==> src/pkg/servo_io_defs.svh <==
`ifndef SERVO_IO_DEFS_SVH
`define SERVO_IO_DEFS_SVH

// register byte offsets
`define OFS_PIN2_SEL 8'h00
`define OFS_PIN3_SEL 8'h04
`define OFS_PIN4_SEL 8'h08
`define OFS_FILTER_CFG 8'h0C
`define OFS_STOP_OPTS 8'h10
`define OFS_RSVD_A 8'h14
`define OFS_CLEAR_MODE 8'h18
`define OFS_RSVD_B 8'h1C
`define OFS_WARN_OPTS 8'h20
`define OFS_LIVE_STATUS 8'h24
`define OFS_IRQ_STATUS 8'h28
`define OFS_IRQ_CLEAR 8'h2C
`define OFS_IRQ_ENABLE 8'h30
`define OFS_REINIT 8'h34

// reset values
`define RST_PIN2_SEL 16'h0004
`define RST_PIN3_SEL 16'h0002
`define RST_PIN4_SEL 16'h0005
`define RST_FILTER_CFG 16'h0002
`define RST_STOP_OPTS 16'h0000
`define RST_CLEAR_MODE 16'h0000
`define RST_WARN_OPTS 16'h0000
`define RST_RSVD 16'h0000

// field positions (one hex digit each, except the 5-bit select field)
`define FLT_GEN_LSB 0
`define FLT_FAULT_BIT 4
`define FLT_DROOP_BIT 8
`define STOP_SLOW_BIT 0
`define STOP_BASE_KEEP_BIT 4
`define STOP_TOUGH_OVL_BIT 8
`define CLR_LEVEL_BIT 0
`define WARN_BOTH_BIT 0
`define SEL_LSB 0

// device codes driven inside this block
`define DEV_OFF 5'h00
`define DEV_TROUBLE 5'h08
`define DEV_WARNING 5'h09
`define DEV_TOUGH 5'h0A

// interrupt bit positions
`define IRQ_LIMIT 0
`define IRQ_FAULT_CLR 1
`define IRQ_DROOP_CLR 2
`define IRQ_WARNING 3

// timing
`define CLK_FREQ_MHZ 50
`define FILT1_TIME_US 1777
`define FILT2_TIME_US 3555
`define FILT3_TIME_US 5333
`define FILT_DED_TIME_US 50000

`endif

==> src/pkg/servo_io_pkg.sv <==
package servo_io_pkg;
    typedef logic [15:0] reg_word_t;
    typedef logic [4:0] dev_code_t;
    typedef logic [3:0] irq_vec_t;
    typedef enum logic [1:0] {
        FILT_NONE,
        FILT_SHORT,
        FILT_MID,
        FILT_LONG
    } filt_code_e;
endpackage

==> src/hdl/chatter_filter.sv <==
`timescale 1ns/1ps
module chatter_filter #(
    parameter int CNT_W = 22
) (
    // clock and reset
    input logic clock,
    input logic rst_n,
    // control
    input logic bypass,
    input logic [CNT_W-1:0] limit,
    // data
    input logic in_level,
    output logic out_level
);
    logic [CNT_W-1:0] cnt_r;

    initial begin
        if (CNT_W < 2 || CNT_W > 31) begin
            $error("chatter_filter: CNT_W out of range");
        end
    end

    // counter restarts whenever the raw level returns to the output level
    always_ff @(posedge clock) begin
        if (!rst_n) begin
            cnt_r <= '0;
            out_level <= 1'b0;
        end else if (bypass) begin
            cnt_r <= '0;
            out_level <= in_level;
        end else if (in_level == out_level) begin
            cnt_r <= '0;
        end else if (cnt_r + 1'b1 >= limit) begin
            cnt_r <= '0;
            out_level <= in_level;
        end else begin
            cnt_r <= cnt_r + 1'b1;
        end
    end
endmodule

==> src/hdl/pin_select.sv <==
`timescale 1ns/1ps
module pin_select #(
    parameter int NDEV = 32
) (
    // clock and reset
    input logic clock,
    input logic rst_n,
    // selection
    input servo_io_pkg::dev_code_t sel,
    input logic [NDEV-1:0] devices,
    // pin
    output logic pin_out
);
    import servo_io_pkg::*;

    initial begin
        if (NDEV != 32) begin
            $error("pin_select: NDEV must match the 5-bit code");
        end
    end

    // same code table for every pin
    always_ff @(posedge clock) begin
        if (!rst_n) begin
            pin_out <= 1'b0;
        end else begin
            pin_out <= devices[sel];
        end
    end
endmodule

==> src/hdl/servo_io_config.sv <==
// The implementer's own choices: the placing of the registers and the APB register port.
`timescale 1ns/1ps
`include "servo_io_defs.svh"

module servo_io_config #(
    parameter int CNT_W = 22,
    parameter int FILT1_CYC = `FILT1_TIME_US * `CLK_FREQ_MHZ,
    parameter int FILT2_CYC = `FILT2_TIME_US * `CLK_FREQ_MHZ,
    parameter int FILT3_CYC = `FILT3_TIME_US * `CLK_FREQ_MHZ,
    parameter int FILT_DED_CYC = `FILT_DED_TIME_US * `CLK_FREQ_MHZ
) (
    // clock and reset
    input logic clock,
    input logic rst_n,
    // apb slave
    input logic psel,
    input logic penable,
    input logic pwrite,
    input logic [7:0] paddr,
    input logic [31:0] pwdata,
    output logic [31:0] prdata,
    output logic pready,
    output logic pslverr,
    // raw input pins
    input logic fwd_limit_input,
    input logic rev_limit_input,
    input logic fault_clear_request,
    input logic droop_clear_input,
    // servo core status
    input logic [31:0] core_devices,
    input logic position_mode,
    input logic warning_active,
    input logic alarm_active,
    input logic power_fail_tough,
    input logic overload_tough,
    // programmable output pins and fixed status outputs
    output logic out_pin2,
    output logic out_pin3,
    output logic out_pin4,
    output logic warning_output,
    output logic trouble_output,
    output logic tough_drive_flag,
    // servo core commands
    output logic stop_request,
    output logic stop_slow,
    output logic droop_clear,
    output logic base_off,
    // interrupt
    output logic irq
);
    import servo_io_pkg::*;

    initial begin
        if (FILT1_CYC < 1 || FILT2_CYC < 1 || FILT3_CYC < 1 ||
            FILT_DED_CYC < 1 || FILT_DED_CYC >= (1 << CNT_W) ||
            FILT3_CYC >= (1 << CNT_W)) begin
            $error("servo_io_config: filter counts do not fit CNT_W");
        end
    end

    // software-visible copies and the copies in force
    reg_word_t pin2_pend_r, pin3_pend_r, pin4_pend_r;
    reg_word_t filt_pend_r, stop_pend_r, clr_pend_r, warn_pend_r;
    reg_word_t pin2_act_r, pin3_act_r, pin4_act_r;
    reg_word_t filt_act_r, stop_act_r, clr_act_r, warn_act_r;
    irq_vec_t irq_stat_r, irq_en_r, irq_evt, irq_clr;
    logic reinit;

    logic wr_en, rd_setup;
    logic [31:0] rd_data;
    logic rd_hit, wr_hit;

    logic [3:0] sync1_r, sync2_r, gen_out;
    logic [3:0] raw_pins;
    logic fault_filt, droop_filt;
    logic fault_prev_r, droop_prev_r, limit_stop_prev_r, warn_prev_r;
    logic [CNT_W-1:0] gen_limit;
    logic gen_bypass;
    logic limit_stop, droop_rise;
    logic tough_now, warn_level, trouble_level;
    logic [31:0] dev_vec;

    assign wr_en = psel && penable && pwrite;
    assign rd_setup = psel && !penable;
    assign pready = 1'b1;

    // apb write decode
    always_comb begin
        wr_hit = 1'b1;
        case (paddr)
            `OFS_PIN2_SEL, `OFS_PIN3_SEL, `OFS_PIN4_SEL,
            `OFS_FILTER_CFG, `OFS_STOP_OPTS, `OFS_CLEAR_MODE,
            `OFS_WARN_OPTS, `OFS_IRQ_CLEAR, `OFS_IRQ_ENABLE,
            `OFS_REINIT: wr_hit = 1'b1;
            // writes to reserved words are dropped silently
            `OFS_RSVD_A, `OFS_RSVD_B: wr_hit = 1'b1;
            `OFS_LIVE_STATUS, `OFS_IRQ_STATUS: wr_hit = 1'b1;
            default: wr_hit = 1'b0;
        endcase
    end

    always_ff @(posedge clock) begin
        if (!rst_n) begin
            pin2_pend_r <= `RST_PIN2_SEL;
            pin3_pend_r <= `RST_PIN3_SEL;
            pin4_pend_r <= `RST_PIN4_SEL;
            filt_pend_r <= `RST_FILTER_CFG;
            stop_pend_r <= `RST_STOP_OPTS;
            clr_pend_r <= `RST_CLEAR_MODE;
            warn_pend_r <= `RST_WARN_OPTS;
        end else if (wr_en) begin
            case (paddr)
                `OFS_PIN2_SEL: pin2_pend_r <= pwdata[15:0];
                `OFS_PIN3_SEL: pin3_pend_r <= pwdata[15:0];
                `OFS_PIN4_SEL: pin4_pend_r <= pwdata[15:0];
                `OFS_FILTER_CFG: filt_pend_r <= pwdata[15:0];
                `OFS_STOP_OPTS: stop_pend_r <= pwdata[15:0];
                `OFS_CLEAR_MODE: clr_pend_r <= pwdata[15:0];
                `OFS_WARN_OPTS: warn_pend_r <= pwdata[15:0];
                default: ;
            endcase
        end
    end

    assign reinit = wr_en && (paddr == `OFS_REINIT) && pwdata[0];

    // settings in force only change at reset or reinit
    always_ff @(posedge clock) begin
        if (!rst_n) begin
            pin2_act_r <= `RST_PIN2_SEL;
            pin3_act_r <= `RST_PIN3_SEL;
            pin4_act_r <= `RST_PIN4_SEL;
            filt_act_r <= `RST_FILTER_CFG;
            stop_act_r <= `RST_STOP_OPTS;
            clr_act_r <= `RST_CLEAR_MODE;
            warn_act_r <= `RST_WARN_OPTS;
        end else if (reinit) begin
            pin2_act_r <= pin2_pend_r;
            pin3_act_r <= pin3_pend_r;
            pin4_act_r <= pin4_pend_r;
            filt_act_r <= filt_pend_r;
            stop_act_r <= stop_pend_r;
            clr_act_r <= clr_pend_r;
            warn_act_r <= warn_pend_r;
        end
    end

    always_ff @(posedge clock) begin
        if (!rst_n) begin
            irq_en_r <= '0;
        end else if (wr_en && paddr == `OFS_IRQ_ENABLE) begin
            irq_en_r <= pwdata[3:0];
        end
    end

    assign irq_clr = (wr_en && paddr == `OFS_IRQ_CLEAR) ?
        pwdata[3:0] : 4'h0;

    // a new event wins over a clear in the same cycle
    always_ff @(posedge clock) begin
        if (!rst_n) begin
            irq_stat_r <= '0;
        end else begin
            irq_stat_r <= (irq_stat_r & ~irq_clr) | irq_evt;
        end
    end

    assign irq = |(irq_stat_r & irq_en_r);

    // apb read mux, captured in the setup cycle
    always_comb begin
        rd_data = 32'h0000_0000;
        rd_hit = 1'b1;
        case (paddr)
            `OFS_PIN2_SEL: rd_data[15:0] = pin2_pend_r;
            `OFS_PIN3_SEL: rd_data[15:0] = pin3_pend_r;
            `OFS_PIN4_SEL: rd_data[15:0] = pin4_pend_r;
            `OFS_FILTER_CFG: rd_data[15:0] = filt_pend_r;
            `OFS_STOP_OPTS: rd_data[15:0] = stop_pend_r;
            `OFS_CLEAR_MODE: rd_data[15:0] = clr_pend_r;
            `OFS_WARN_OPTS: rd_data[15:0] = warn_pend_r;
            `OFS_RSVD_A, `OFS_RSVD_B: rd_data[15:0] = `RST_RSVD;
            `OFS_LIVE_STATUS: rd_data[15:0] = {4'h0,
                stop_request, stop_slow, droop_clear, base_off,
                tough_drive_flag, trouble_output, warning_output,
                out_pin4, out_pin3, out_pin2, droop_filt, fault_filt};
            `OFS_IRQ_STATUS: rd_data[3:0] = irq_stat_r;
            `OFS_IRQ_ENABLE: rd_data[3:0] = irq_en_r;
            `OFS_IRQ_CLEAR, `OFS_REINIT: rd_data = 32'h0000_0000;
            default: rd_hit = 1'b0;
        endcase
    end

    always_ff @(posedge clock) begin
        if (!rst_n) begin
            prdata <= 32'h0000_0000;
            pslverr <= 1'b0;
        end else if (rd_setup) begin
            prdata <= pwrite ? 32'h0000_0000 : rd_data;
            pslverr <= pwrite ? !wr_hit : !rd_hit;
        end
    end

    // pin synchronisers
    assign raw_pins = {droop_clear_input, fault_clear_request,
        rev_limit_input, fwd_limit_input};

    always_ff @(posedge clock) begin
        if (!rst_n) begin
            sync1_r <= 4'h0;
            sync2_r <= 4'h0;
        end else begin
            sync1_r <= raw_pins;
            sync2_r <= sync1_r;
        end
    end

    // general filter window
    always_comb begin
        gen_bypass = 1'b0;
        gen_limit = CNT_W'(FILT2_CYC);
        case (filt_code_e'(filt_act_r[`FLT_GEN_LSB +: 2]))
            FILT_NONE: gen_bypass = 1'b1;
            FILT_SHORT: gen_limit = CNT_W'(FILT1_CYC);
            FILT_MID: gen_limit = CNT_W'(FILT2_CYC);
            FILT_LONG: gen_limit = CNT_W'(FILT3_CYC);
            default: gen_bypass = 1'b1;
        endcase
    end

    genvar gi;
    generate
        for (gi = 0; gi < 4; gi++) begin : g_gen_filt
            chatter_filter #(
                .CNT_W(CNT_W)
            ) u_filt (
                .clock(clock),
                .rst_n(rst_n),
                .bypass(gen_bypass),
                .limit(gen_limit),
                .in_level(sync2_r[gi]),
                .out_level(gen_out[gi])
            );
        end
    endgenerate

    chatter_filter #(
        .CNT_W(CNT_W)
    ) u_fault_ded (
        .clock(clock),
        .rst_n(rst_n),
        .bypass(!filt_act_r[`FLT_FAULT_BIT]),
        .limit(CNT_W'(FILT_DED_CYC)),
        .in_level(gen_out[2]),
        .out_level(fault_filt)
    );

    chatter_filter #(
        .CNT_W(CNT_W)
    ) u_droop_ded (
        .clock(clock),
        .rst_n(rst_n),
        .bypass(!filt_act_r[`FLT_DROOP_BIT]),
        .limit(CNT_W'(FILT_DED_CYC)),
        .in_level(gen_out[3]),
        .out_level(droop_filt)
    );

    // limit inputs are on while motion is allowed
    assign limit_stop = !gen_out[0] || !gen_out[1];
    assign droop_rise = droop_filt && !droop_prev_r;
    assign tough_now = power_fail_tough ||
        (stop_act_r[`STOP_TOUGH_OVL_BIT] && overload_tough);

    // warning drives the warning pin, and the pair with WARN_BOTH_BIT set; otherwise the trouble pin follows alarm
    always_comb begin
        warn_level = 1'b0;
        trouble_level = alarm_active;
        if (warning_active) begin
            warn_level = 1'b1;
            trouble_level = alarm_active ||
                warn_act_r[`WARN_BOTH_BIT];
        end
    end

    always_ff @(posedge clock) begin
        if (!rst_n) begin
            fault_prev_r <= 1'b0;
            droop_prev_r <= 1'b0;
            limit_stop_prev_r <= 1'b0;
            warn_prev_r <= 1'b0;
        end else begin
            fault_prev_r <= fault_filt;
            droop_prev_r <= droop_filt;
            limit_stop_prev_r <= limit_stop;
            warn_prev_r <= warning_active;
        end
    end

    assign irq_evt[`IRQ_LIMIT] = limit_stop && !limit_stop_prev_r;
    assign irq_evt[`IRQ_FAULT_CLR] = fault_filt && !fault_prev_r;
    assign irq_evt[`IRQ_DROOP_CLR] = droop_rise;
    assign irq_evt[`IRQ_WARNING] = warning_active && !warn_prev_r;

    always_ff @(posedge clock) begin
        if (!rst_n) begin
            stop_request <= 1'b0;
            stop_slow <= 1'b0;
            droop_clear <= 1'b0;
            base_off <= 1'b0;
            tough_drive_flag <= 1'b0;
            warning_output <= 1'b0;
            trouble_output <= 1'b0;
        end else begin
            stop_request <= limit_stop;
            stop_slow <= limit_stop && stop_act_r[`STOP_SLOW_BIT];
            droop_clear <= (clr_act_r[`CLR_LEVEL_BIT] ?
                droop_filt : droop_rise) ||
                (limit_stop && position_mode &&
                !stop_act_r[`STOP_SLOW_BIT]);
            base_off <= fault_filt &&
                !stop_act_r[`STOP_BASE_KEEP_BIT];
            tough_drive_flag <= tough_now;
            warning_output <= warn_level;
            trouble_output <= trouble_level;
        end
    end

    // device table: core bits with in-block devices overlaid
    always_comb begin
        dev_vec = core_devices;
        dev_vec[`DEV_OFF] = 1'b0;
        dev_vec[`DEV_TROUBLE] = trouble_output;
        dev_vec[`DEV_WARNING] = warning_output;
        dev_vec[`DEV_TOUGH] = tough_drive_flag;
    end

    pin_select #(
        .NDEV(32)
    ) u_pin2 (
        .clock(clock),
        .rst_n(rst_n),
        .sel(pin2_act_r[`SEL_LSB +: 5]),
        .devices(dev_vec),
        .pin_out(out_pin2)
    );

    pin_select #(
        .NDEV(32)
    ) u_pin3 (
        .clock(clock),
        .rst_n(rst_n),
        .sel(pin3_act_r[`SEL_LSB +: 5]),
        .devices(dev_vec),
        .pin_out(out_pin3)
    );

    pin_select #(
        .NDEV(32)
    ) u_pin4 (
        .clock(clock),
        .rst_n(rst_n),
        .sel(pin4_act_r[`SEL_LSB +: 5]),
        .devices(dev_vec),
        .pin_out(out_pin4)
    );
endmodule

==> config.mk <==
export PLATFORM = sky130hd
export DESIGN_NAME = servo_io_config
export DESIGN_NICKNAME = d
export VERILOG_FILES = /design/src/pkg/servo_io_pkg.sv /design/src/hdl/chatter_filter.sv /design/src/hdl/pin_select.sv /design/src/hdl/servo_io_config.sv
export VERILOG_INCLUDE_DIRS = /design/src /design/src/pkg
export SDC_FILE = /design/constraint.sdc
export NUM_CORES = 1
export LEC_CHECK = 0
export ABC_AREA = 1
export ABC_CLOCK_PERIOD_IN_PS = 2900
export BUFFER_PORTS_ARGS = -buffer_cell sky130_fd_sc_hd__clkbuf_2
export CAP_MARGIN = 20
export CORE_MARGIN = 1
export CORE_UTILIZATION = 27
export CTS_CLUSTER_SIZE = 40
export DETAILED_ROUTE_END_ITERATION = 6
export SETUP_SLACK_MARGIN = 0.5
export SYNTH_ARGS = -nofsm -noshare
export SYNTH_HDL_FRONTEND = slang
export SYNTH_HIERARCHICAL = 1
export SYNTH_SLANG_ARGS = --single-unit
==> constraint.sdc <==
create_clock -name clock -period 2.9 [get_ports clock]
set_input_delay 0.29 -clock clock [delete_from_list [all_inputs] [get_ports clock]]
set_output_delay 0.29 -clock clock [all_outputs]
set_load 0.02 [all_outputs]
# After elaboration in Yosys (flattened, before gate mapping)
# Memories as Yosys holds them, arrays and structs flattened.
# Cells that the tools add are included.
word_totals:
  ff_bits: 347
  input_bits: 86
  wordCells: 192
  out_inout_bits: 45
  memories: 1
  romBits: 64
memory_table:
  columns: ["memory", "words", "width", "rd", "rd_ports_with_merged_regs", "wr", "line", "source"]
  rows:
  - ["(name not given)", 64, 1, 1, 0, 0, "servo_io_config.sv:90", "case (paddr)"]
classes:
  bitwise_logic: 7
  muxes: 36
  magnitude_cmp: 9
  n_eq_ne: 29
  n_reduce_logical: 59
  n_addsub: 6
op_table:
  columns: ["cell", "count"]
  rows:
  - ["adder 22 x 1 -> 22 bit (second input constant)", 6]
  - ["one-hot mux 12 bit (8 select lines)", 1]
  - [">= comparator 22 x 19 -> 1 bit", 4]
  - ["equality test 8 x 6 -> 1 bit (second input constant)", 6]
  - [">= comparator 22 bit (second input constant)", 2]
  - ["one-hot mux 4 bit (10 select lines)", 1]
  - ["one-hot mux 19 bit (2 select lines)", 1]
  - ["equality test 8 x 5 -> 1 bit (second input constant)", 4]
  - ["two-way mux 1 bit", 28]
  - ["OR reduction 4 bit", 7]
  - ["AND reduction 2 bit", 13]
  - ["< comparator 5 x 6 -> 1 bit (second input constant)", 3]
  - ["equality test 8 x 4 -> 1 bit (second input constant)", 2]
  - ["logical AND 1 bit", 16]
  - ["two-way mux 16 bit", 1]
  - ["binary-select mux 1 bit (select 5 bit)", 3]
  - ["OR reduction 14 bit", 1]
  - ["zero test 1 bit", 11]
  - ["!= test 2 bit (second input constant)", 5]
  - ["bitwise AND 4 bit", 2]
  - ["equality test 8 x 3 -> 1 bit (second input constant)", 1]
  - ["zero test 8 bit", 1]
  - ["nonzero test 2 bit", 4]
  - ["equality test 1 bit", 6]
  - ["other kinds (9)", 17]

# Longest topological paths before layout
# Gate-level depths: netlist of run 1.
logic_depth:
  word_depth: 7
  depth_mapped: 22
  ltp_nobuf: 22

# Cells and area by module
# Netlist of run 1, hierarchy kept.
by_module_without_submodules:
  columns: ["module", "n_inst", "seq_area_each_um2", "cells_per_inst", "area_per_inst_um2"]
  rows:
  - ["chatter_filter at g_gen_filt[0].u_filt ...", 5, 460.4, 291, 1874.3]
  - ["servo_io_config", 1, 3563.4, 1067, 7639.8]
  - ["chatter_filter at g_gen_filt[3].u_filt", 1, 460.4, 277, 1869.3]
  - ["pin_select", 3, 20.0, 80, 434.2]

# Worst setup path after synthesis of run 1
# OpenSTA, ideal clock, no wires.
synth_path:
  path_kind: "reg2reg"
  start: "reg g_gen_filt[2].u_filt.cnt_r[0]"
  end: "reg g_gen_filt[2].u_filt.cnt_r[10]"
  synth_period_minus_slack_ps: 2589
  setup_slack_ps: 311
  setup_time_ps: 121
  path_buffers: 1
  t_required_ps: 2779
  arrival_ps: 2468
  path_stages_with_launch: 22
  path_cell_list: "dfxtp_1 ha_1 nand3_2 nor2_4 nand2_4 nor2_4 nand2_2 nor2_4 nand3_1 nand2_2 inv_1 ha_1 nand2_1 nor2_1 nand2_1 nor2_1 nand2_1 nand3_1 nor2_1 nand2_1 buf_2 nor2_1"
synth_between:
  elab_chain_cells: 3
synth_lines:
  columns: ["element", "line", "source"]
  rows:
  - ["from (decl)", "chatter_filter.sv:15", "logic [CNT_W-1:0] cnt_r;"]
  - ["from (signal assigned)", "chatter_filter.sv:37", "cnt_r <= cnt_r + 1'b1;"]
  - ["adder 22 x 1 -> 22 bit *", "chatter_filter.sv:33, chatter_filter.sv:37", null]
  - [">= comparator 22 x 19 -> 1 bit", "chatter_filter.sv:33", "end else if (cnt_r + 1'b1 >= limit) begin"]
  - ["OR reduction 4 bit (no line)", null, null]
# Mark *: on every way between the ends. The rest lies on a longest branch, timed or not.
# A chain may end at the register's enable or synchronous reset.

# Worst setup path after layout of run 1
layout_path:
  start: "reg g_gen_filt[0].u_filt.cnt_r[0]"
  end: "reg g_gen_filt[0].u_filt.cnt_r[9]"
layout_between:
  elab_chain_cells: 3
layout_lines:
  columns: ["element", "line"]
  rows:
  - ["from (decl)", "chatter_filter.sv:15"]
  - ["from (signal assigned)", "chatter_filter.sv:37"]
  - ["adder 22 x 1 -> 22 bit *", "chatter_filter.sv:33, chatter_filter.sv:37"]
  - [">= comparator 22 x 19 -> 1 bit", "chatter_filter.sv:33"]
  - ["OR reduction 4 bit (no line)", null]
# Marks and branches as above.

==> results of run 1 <==
## Yosys cell counts (7+ instances only)
library cell / instances / area [um^2]
a211oi_1: 10 / 75.1
a21o_1: 13 / 97.6
a21oi_1: 92 / 460
buf_2: 19 / 95.1
buf_4: 31 / 233
buf_6: 11 / 124
clkbuf_1: 28 / 105
dfxtp_1: 319 / 6390
ha_1: 138 / 1730
inv_1: 502 / 1880
inv_2: 18 / 67.6
nand2_1: 734 / 2760
nand2_2: 53 / 332
nand2_4: 7 / 78.8
nand3_1: 188 / 941
nand3_2: 25 / 250
nand4_1: 12 / 75.1
nor2_1: 488 / 1830
nor2_2: 20 / 125
nor2_4: 31 / 349
nor3_1: 22 / 110
o21ai_0: 131 / 656
o21ai_1: 9 / 45.0
xnor2_1: 16 / 140
xor2_1: 56 / 490
## layer usage
metal | part of all wire | global-route usage | up-vias
met1 | 0.46 | 0.189 | 8496
met2 | 0.47 | 0.241 | 339
met3 | 0.044 | 0.0217 | 83
met5 | 0 | 0 | -
met4 | 0.023 | 0.0458 | 0
li1 | - | - | 9873
## power by group through the flow
stage / clock, mW / sequential [mW] / combinational [mW]
6_report: 5.12 / 4.41 / 0.584
5_1_grt: 5.42 / 4.41 / 0.649
4_1_cts: 5.25 / 4.41 / 0.537
3_5_place_dp: 0 / 4.52 / 0.464
3_3_place_gp: 0 / 4.52 / 0.459
2_1_floorplan: 0 / 4.52 / 0.301
## critical path: cells and delay by family (launching register included)
kind	cells	cell delay [ps]
xor gates and xnor gates	1	130
adders and majority gates	2	410
buffers and inverters	6	680
DFF	1	370
and+or+nand+nor	13	1210
## cell families (layout without fill, tap and decap cells)
| family | count (synthesis) | after routing |
|---|---|---|
| other | 2 | 97 |
| AOI/OAI and AO/OA | 284 | 284 |
| adders and majority gates | 138 | 138 |
| and+or+nand+nor | 1600 | 1600 |
| buffers and inverters | 619 | 868 |
| DFF | 319 | 319 |
| xor gates and xnor gates | 77 | 77 |
## layout make-up
class,count,area [um^2],share of cell area
Multi-Input combinational cell,2195,13700,0.505
Sequential cell,319,6470,0.239
Timing Repair Buffer,275,2420,0.0893
Inverter,524,1990,0.0735
Tap cell,959,1200,0.0443
Clock buffer,53,1070,0.0395
Clock inverter,16,258,0.00951
Antenna cell,1,2.50,0.0000923
## stage by stage
step	hold slack (ps)	cells
after floorplan	387	3133
after global placement	396	4136
after detailed placement	398	4136
after CTS	3.14	4295
after global routing	24.3	4342
final	1.03	4342
## worst min path at each step
stage                 endpoint  cells past startpoint  slack (ps)             from
global route        sync1_r[1]                      3          20  rev_limit_input
detailed placement    base_off                      1         400    stop_act_r[4]
floorplan             base_off                      1         390    stop_act_r[4]
CTS                 sync1_r[1]                      3           3  rev_limit_input
global placement    sync2_r[1]                      2         400       sync1_r[1]
finish              sync1_r[1]                      3           1  rev_limit_input
## repair_timing
| item | 4_1_cts | 5_1_grt |
|---|---|---|
| endpoints found under the hold margin | 7 | 0 |
| resized for setup | 210 | 340 |
| pin swaps | 76 | 134 |
| buffers inserted | 67 | 43 |
| gates cloned | 15 | 3 |
| hold buffers | 8 | 0 |
| endpoints found under the setup margin | 138 | 138 |
==> results.yml, run 1 <==
drt:
  vias: 18791
  drtPass1Iterations: 7
  drt.antenna.violating_nets: 0
  drt_wl_total_um: 56700
  drtIter0Drc: 1003
  wl_per_cell_um: 13.1
  drc: 1
  vias_per_cell: 4.33
clock_tree:
  cts_tree: "done"
  cts-root-buf: "clkbuf_16"
  numCtsBuffers: 40
  clk_latency_ps: 590
  clock-sinks: 319
  clk_pin_slew_ps: 60
  clockBufferDepth: 3
  clock_tree.htree_level_count: 2
cells_and_area:
  fillers: 7527
  nets: 3579
  drive_above_1_share: 0.262
  final_cell_mix: "nand2_1, inv_1, nor2_1"
  top_regs: "g_gen_filt.u_filt/cnt_r (88), u_droop_ded/cnt_r (22), u_fault_ded/cnt_r (22)"
  top_register: "g_gen_filt.u_filt/cnt_r"
  largest_register_ffs: 88
  final_common_cell: "nand2_1"
  fin_area_um2: 27100
  synthToLayoutAreaGrowth_pct: 34.3
  post-route-util: 0.369
power_and_ir_drop:
  p_leak_nw: 13.3
  pwr-share-clk: 0.506
  vdd_drop_max_uv: 329
  seq_power_share: 0.436
  p_total_mw: 10.1
  combPwrFrac: 0.058
  power.switching_mw: 2.46
  pwr_density_cell_nw_per_um2: 373
  p_int_mw: 7.65
  swShare: 0.243
synthesis:
  synth-async-reset-ratio: 0
  ys_ff_latch: 319
  synth-simple-area-share: 0.352
  ys_warn_count: 6
  ys_seq_area_frac: 0.316
  synth-xor-area-share: 0.0353
  yosysUniqueCellTypes: 46
  synthesis.area_um2: 20200
  synth_edf_count: 0
  synth.area.mux_share: 0
  syn_avg_cell_area_um2: 6.64
  synth_adder_area_share: 0.0855
  synthesis.instances: 3039
  synth_top_family_by_area: "simple AND/OR/NAND/NOR gates"
  synth-compound-area-share: 0.0784
  synth_flop_cell: "dfxtp_1"
sta:
  setup_slack_ps: -6.02
  hold_viol: 0
  period_needed_ps: 2910
  tns_ps: -8.83
  rsz0062_at_grt: "true"
  max_slew.worst_pin.slew_ps: 845
  finalSetupViolCount: 3
  slew_headroom: 0.436
  skew_ps: 51.4
  drv_slew: 0
  finalCritPeriodShare: 1.00
  max_freq_ghz: 0.344
critical_path:
  cp-startpoint: "g_gen_filt[0].u_filt/cnt_r[0]"
  cp.required_ps: 3410
  cp.arrival_ps: 3410
  r2r-end: "g_gen_filt[0].u_filt/cnt_r[9]"
  cp-start-kind: "flop"
  crit_fanout: 6
  cp_slowest_stage_delay_ps: 370
  crit_path_end_kind: "flop"
  endpoint: "g_gen_filt[0].u_filt/cnt_r[9]"
  r2r_cells: 22
  worst_r2r_startpoint: "g_gen_filt[0].u_filt/cnt_r[0]"
  crit_type: "flop to flop"
  path_cells: "ha_4 -> nand3_4 -> nor2_4 -> nand2_4 -> nor2_4 -> nand2_4 -> buf_4 -> buf_4 -> xor2_4 -> inv_1 -> ha_1 -> nand2_1 -> inv_1 -> nand2_1 -> nor2_2 -> nand3b_1 -> nand3_2 -> nor2_4 -> nand2_4 -> buf_12 -> buf_16 -> nor2_1"
  cp_slowest_cell: "dfxtp_4"
  regToRegSetupSlack_ps: -6
die:
  start_util: 0.275
  row_count: 99
  die_w_um: 275
  dieArea_um2: 75900
  io-pin-count: 131
  die_h_um: 275
  coreArea_um2: 73500
outcome:
  outcome: "finished, violations left"
  failed_checks: "design-rule violations, negative setup slack"
global_route:
  antenna_found_initial: 1
  overflow: 0
  first_global_vias: 17612
  grt_pass1_wl_um: 88400
  track_usage: 0.144
  grt_max_degree: 86
hold_path:
  hp-class: "primary input to flop"
job:
  cap_violations: 0
placement:
  preCtsSetupSlack_ps: 70.2
  dp_hpwl_um: 37500
  gp_congestion: 0.826
  portBuffers: 93
  placed_cell_area_um2: 22200
(Power assumes the default switching activity.)
==> inputs of run 2 (changes only) <==
--- a/config.mk
+++ b/config.mk
@@ -11,9 +11,10 @@
 export BUFFER_PORTS_ARGS = -buffer_cell sky130_fd_sc_hd__clkbuf_2
 export CAP_MARGIN = 20
 export CORE_MARGIN = 1
-export CORE_UTILIZATION = 27
+export CORE_UTILIZATION = 62
 export CTS_CLUSTER_SIZE = 40
 export DETAILED_ROUTE_END_ITERATION = 6
+export PLACE_DENSITY = 0.81
 export SETUP_SLACK_MARGIN = 0.5
 export SYNTH_ARGS = -nofsm -noshare
 export SYNTH_HDL_FRONTEND = slang
==> run 2 against run 1 <==
The run ends with design-rule violations, max-capacitance violations, max-slew violations, negative setup slack left. Utilization rose by 47 points. Power fell by 0.97%. Via count increased by 20%. Critical path type unchanged. Largest cell class unchanged. Sequential share of layout area up 0.47 points. Sequential cell count unchanged. Hold slack better by 13 ps. Clock power decreased by 2%. Cell count shrank 12%. Setup slack got worse by 700 ps.
==> results.yml, run 2 (synthesized netlist as in run 1, its figures left out) <==
critical_path:
  r2r_cells: 19
  cp_slowest_stage_delay_ps: 400
  cp.arrival_ps: 4040
  worst_r2r_startpoint: "g_gen_filt[2].u_filt/cnt_r[7]"
  cp_top_family: "simple AND/OR/NAND/NOR gates"
  r2r-end: "g_gen_filt[2].u_filt/cnt_r[13]"
  cpMostUsedCell: "nor2_4"
  crit_path_end_kind: "flop"
  regToRegSetupSlack_ps: -710
  cp-start-kind: "flop"
  crit_type: "flop to flop"
  cp_slowest_cell: "ha_1"
  cp-startpoint: "g_gen_filt[2].u_filt/cnt_r[7]"
  path_cells: "nand2_1 -> nor2_4 -> nand3_1 -> nor2_1 -> nand2_1 -> xor2_2 -> inv_1 -> ha_1 -> nand2_4 -> nor2_4 -> nand2_2 -> nor2_4 -> nand2_2 -> nand3_2 -> nor2_4 -> nand2_4 -> buf_6 -> buf_12 -> nor2_4"
  path_buf_inv: 3
  cp.required_ps: 3330
  crit_fanout: 6
hold_path:
  min_path_cells: 3
  min-delay-start: "overload_tough"
  hp-class: "primary input to flop"
  min_delay_worst_endpoint: "tough_drive_flag"
sta:
  slew_headroom: -0.257
  skew_ps: 23.7
  finalCritPeriodShare: 1.24
  max_freq_ghz: 0.277
  max_slew.worst_pin.slew_ps: 1880
  tns_ps: -50040
  period_needed_ps: 3610
  rsz0062_at_grt: "true"
  drv_slew: 5
  setup_slack_ps: -710
  finalSetupViolCount: 129
  holdWs_ps: 13.7
  hold_viol: 0
placement:
  dp_hpwl_um: 36000
  dp.cells: 3603
  gp_congestion: 0.880
  portBuffers: 93
job:
  cap_violations: 1
drt:
  drc: 3
  vias: 22552
  wl_per_cell_um: 20.0
  drt_wl_total_um: 76600
  vias_per_cell: 5.87
  drtIter0Drc: 2426
  drtPass1Iterations: 7
  drt.antenna.violating_nets: 0
cells_and_area:
  fin_cells: 3840
  top_register: "g_gen_filt.u_filt/cnt_r"
  largest_register_ffs: 88
  synthToLayoutAreaGrowth_pct: 32.0
  drive_above_1_share: 0.285
  final_common_cell: "nand2_1"
  top_regs: "g_gen_filt.u_filt/cnt_r (88), u_droop_ded/cnt_r (22), u_fault_ded/cnt_r (22)"
  final_cell_mix: "nand2_1, inv_1, nor2_1"
  nets: 3600
clock_tree:
  clockBufferDepth: 3
  cts-root-buf: "clkbuf_16"
  cts_tree: "done"
  clock-sinks: 319
  clock_tree.htree_level_count: 2
  clk_pin_slew_ps: 70
  clk_latency_ps: 560
  numCtsBuffers: 36
die:
  die_w_um: 182
  die_h_um: 182
  start_util: 0.635
  dieArea_um2: 33300
  io-pin-count: 131
  row_count: 65
  coreArea_um2: 31800
outcome:
  outcome: "finished, violations left"
  failed_checks: "design-rule violations, max-capacitance violations, max-slew violations, negative setup slack"
power_and_ir_drop:
  pwr-share-clk: 0.499
  p_leak_nw: 13.4
  swShare: 0.246
  pwr_density_cell_nw_per_um2: 376
  combPwrFrac: 0.061
  p_int_mw: 7.55
  vdd_drop_max_uv: 392
  power.switching_mw: 2.47
  seq_power_share: 0.440
  p_total_mw: 10.0
global_route:
  grt_max_degree: 69
  antenna_found_initial: 6
  track_usage: 0.345
  overflow: 0
  grt_pass1_wl_um: 94400
  first_global_vias: 20142
-- run 2: cell count changes in the layout (fill, tap and decap cells not counted), moves of 9 or more --
| cell | change |
|---|---|
| nand2_1 | -12 |
| dfxtp_1 | -15 |
| dfxtp_2 | +17 |
| nand2_2 | +9 |
| nor2_2 | +14 |
| nor2_1 | -15 |
| clkbuf_8 | +10 |
| buf_4 | +26 |
-- run 2: layer usage --
layer | vias up | share of wire | GRT usage
li1 | 9900 | - | -
met1 | 10303 | 0.34 | 0.393
met2 | 1634 | 0.45 | 0.617
met3 | 711 | 0.11 | 0.0467
met4 | 4 | 0.10 | 0.203
met5 | - | 0.00033 | 0
-- run 2: worst max-delay path by stage --
stage                                          end  slack [ps]  cells past startpoint
global route        g_gen_filt[2].u_filt/cnt_r[13]        -880                     19
CTS                          u_fault_ded/cnt_r[16]         140                     23
detailed placement  g_gen_filt[2].u_filt/cnt_r[13]          80                     21
finish              g_gen_filt[2].u_filt/cnt_r[13]        -710                     19
floorplan           g_gen_filt[0].u_filt/cnt_r[15]         380                     21
global placement    g_gen_filt[1].u_filt/cnt_r[16]         190                     22
-- run 2: power by group through the flow --
| stage | Clock [mW] | Sequential [mW] | Combinational, mW |
|---|---|---|---|
| finish | 5.00 | 4.41 | 0.610 |
| global route | 5.21 | 4.41 | 0.658 |
| CTS | 4.92 | 4.41 | 0.507 |
| detailed placement | 0 | 4.52 | 0.450 |
| global placement | 0 | 4.52 | 0.435 |
| floorplan | 0 | 4.52 | 0.301 |
-- run 2: through the flow --
stage	utilization	cell area, um^2	setup WS, ps
3_5_place_dp	0.674	21400	75.5
2_1_floorplan	-	20800	385
5_1_grt	0.838	26600	-877
3_3_place_gp	0.674	21400	187
4_1_cts	0.771	24500	143
6_report	0.838	26600	-710
-- run 2: layout make-up --
| cell class | instances | area (um^2) |
|---|---|---|
| fill | 1753 | 5150 |
| antenna | 4 | 10.0 |
| sequential | 319 | 6480 |
| multi-input combinational | 2195 | 13800 |
| tap | 435 | 544 |
| clock inverter | 12 | 201 |
| timing repair buffer | 300 | 2550 |
| clock buffer | 51 | 1080 |
| inverter | 524 | 1990 |
-- run 2: tightest hold or removal path: stages --
cell and delay [ps]:
clkbuf_2 80, a21oi_1 90, nor2_1 70
-- run 2: timing repair --
action                                  4_1_cts  5_1_grt
resized for setup                           196      412
cloned                                       12        5
buffers inserted                             85       62
pin swaps                                    75      165
hold endpoints to repair                      6        0
hold buffers                                  6        0
endpoints found under the setup margin      138      138
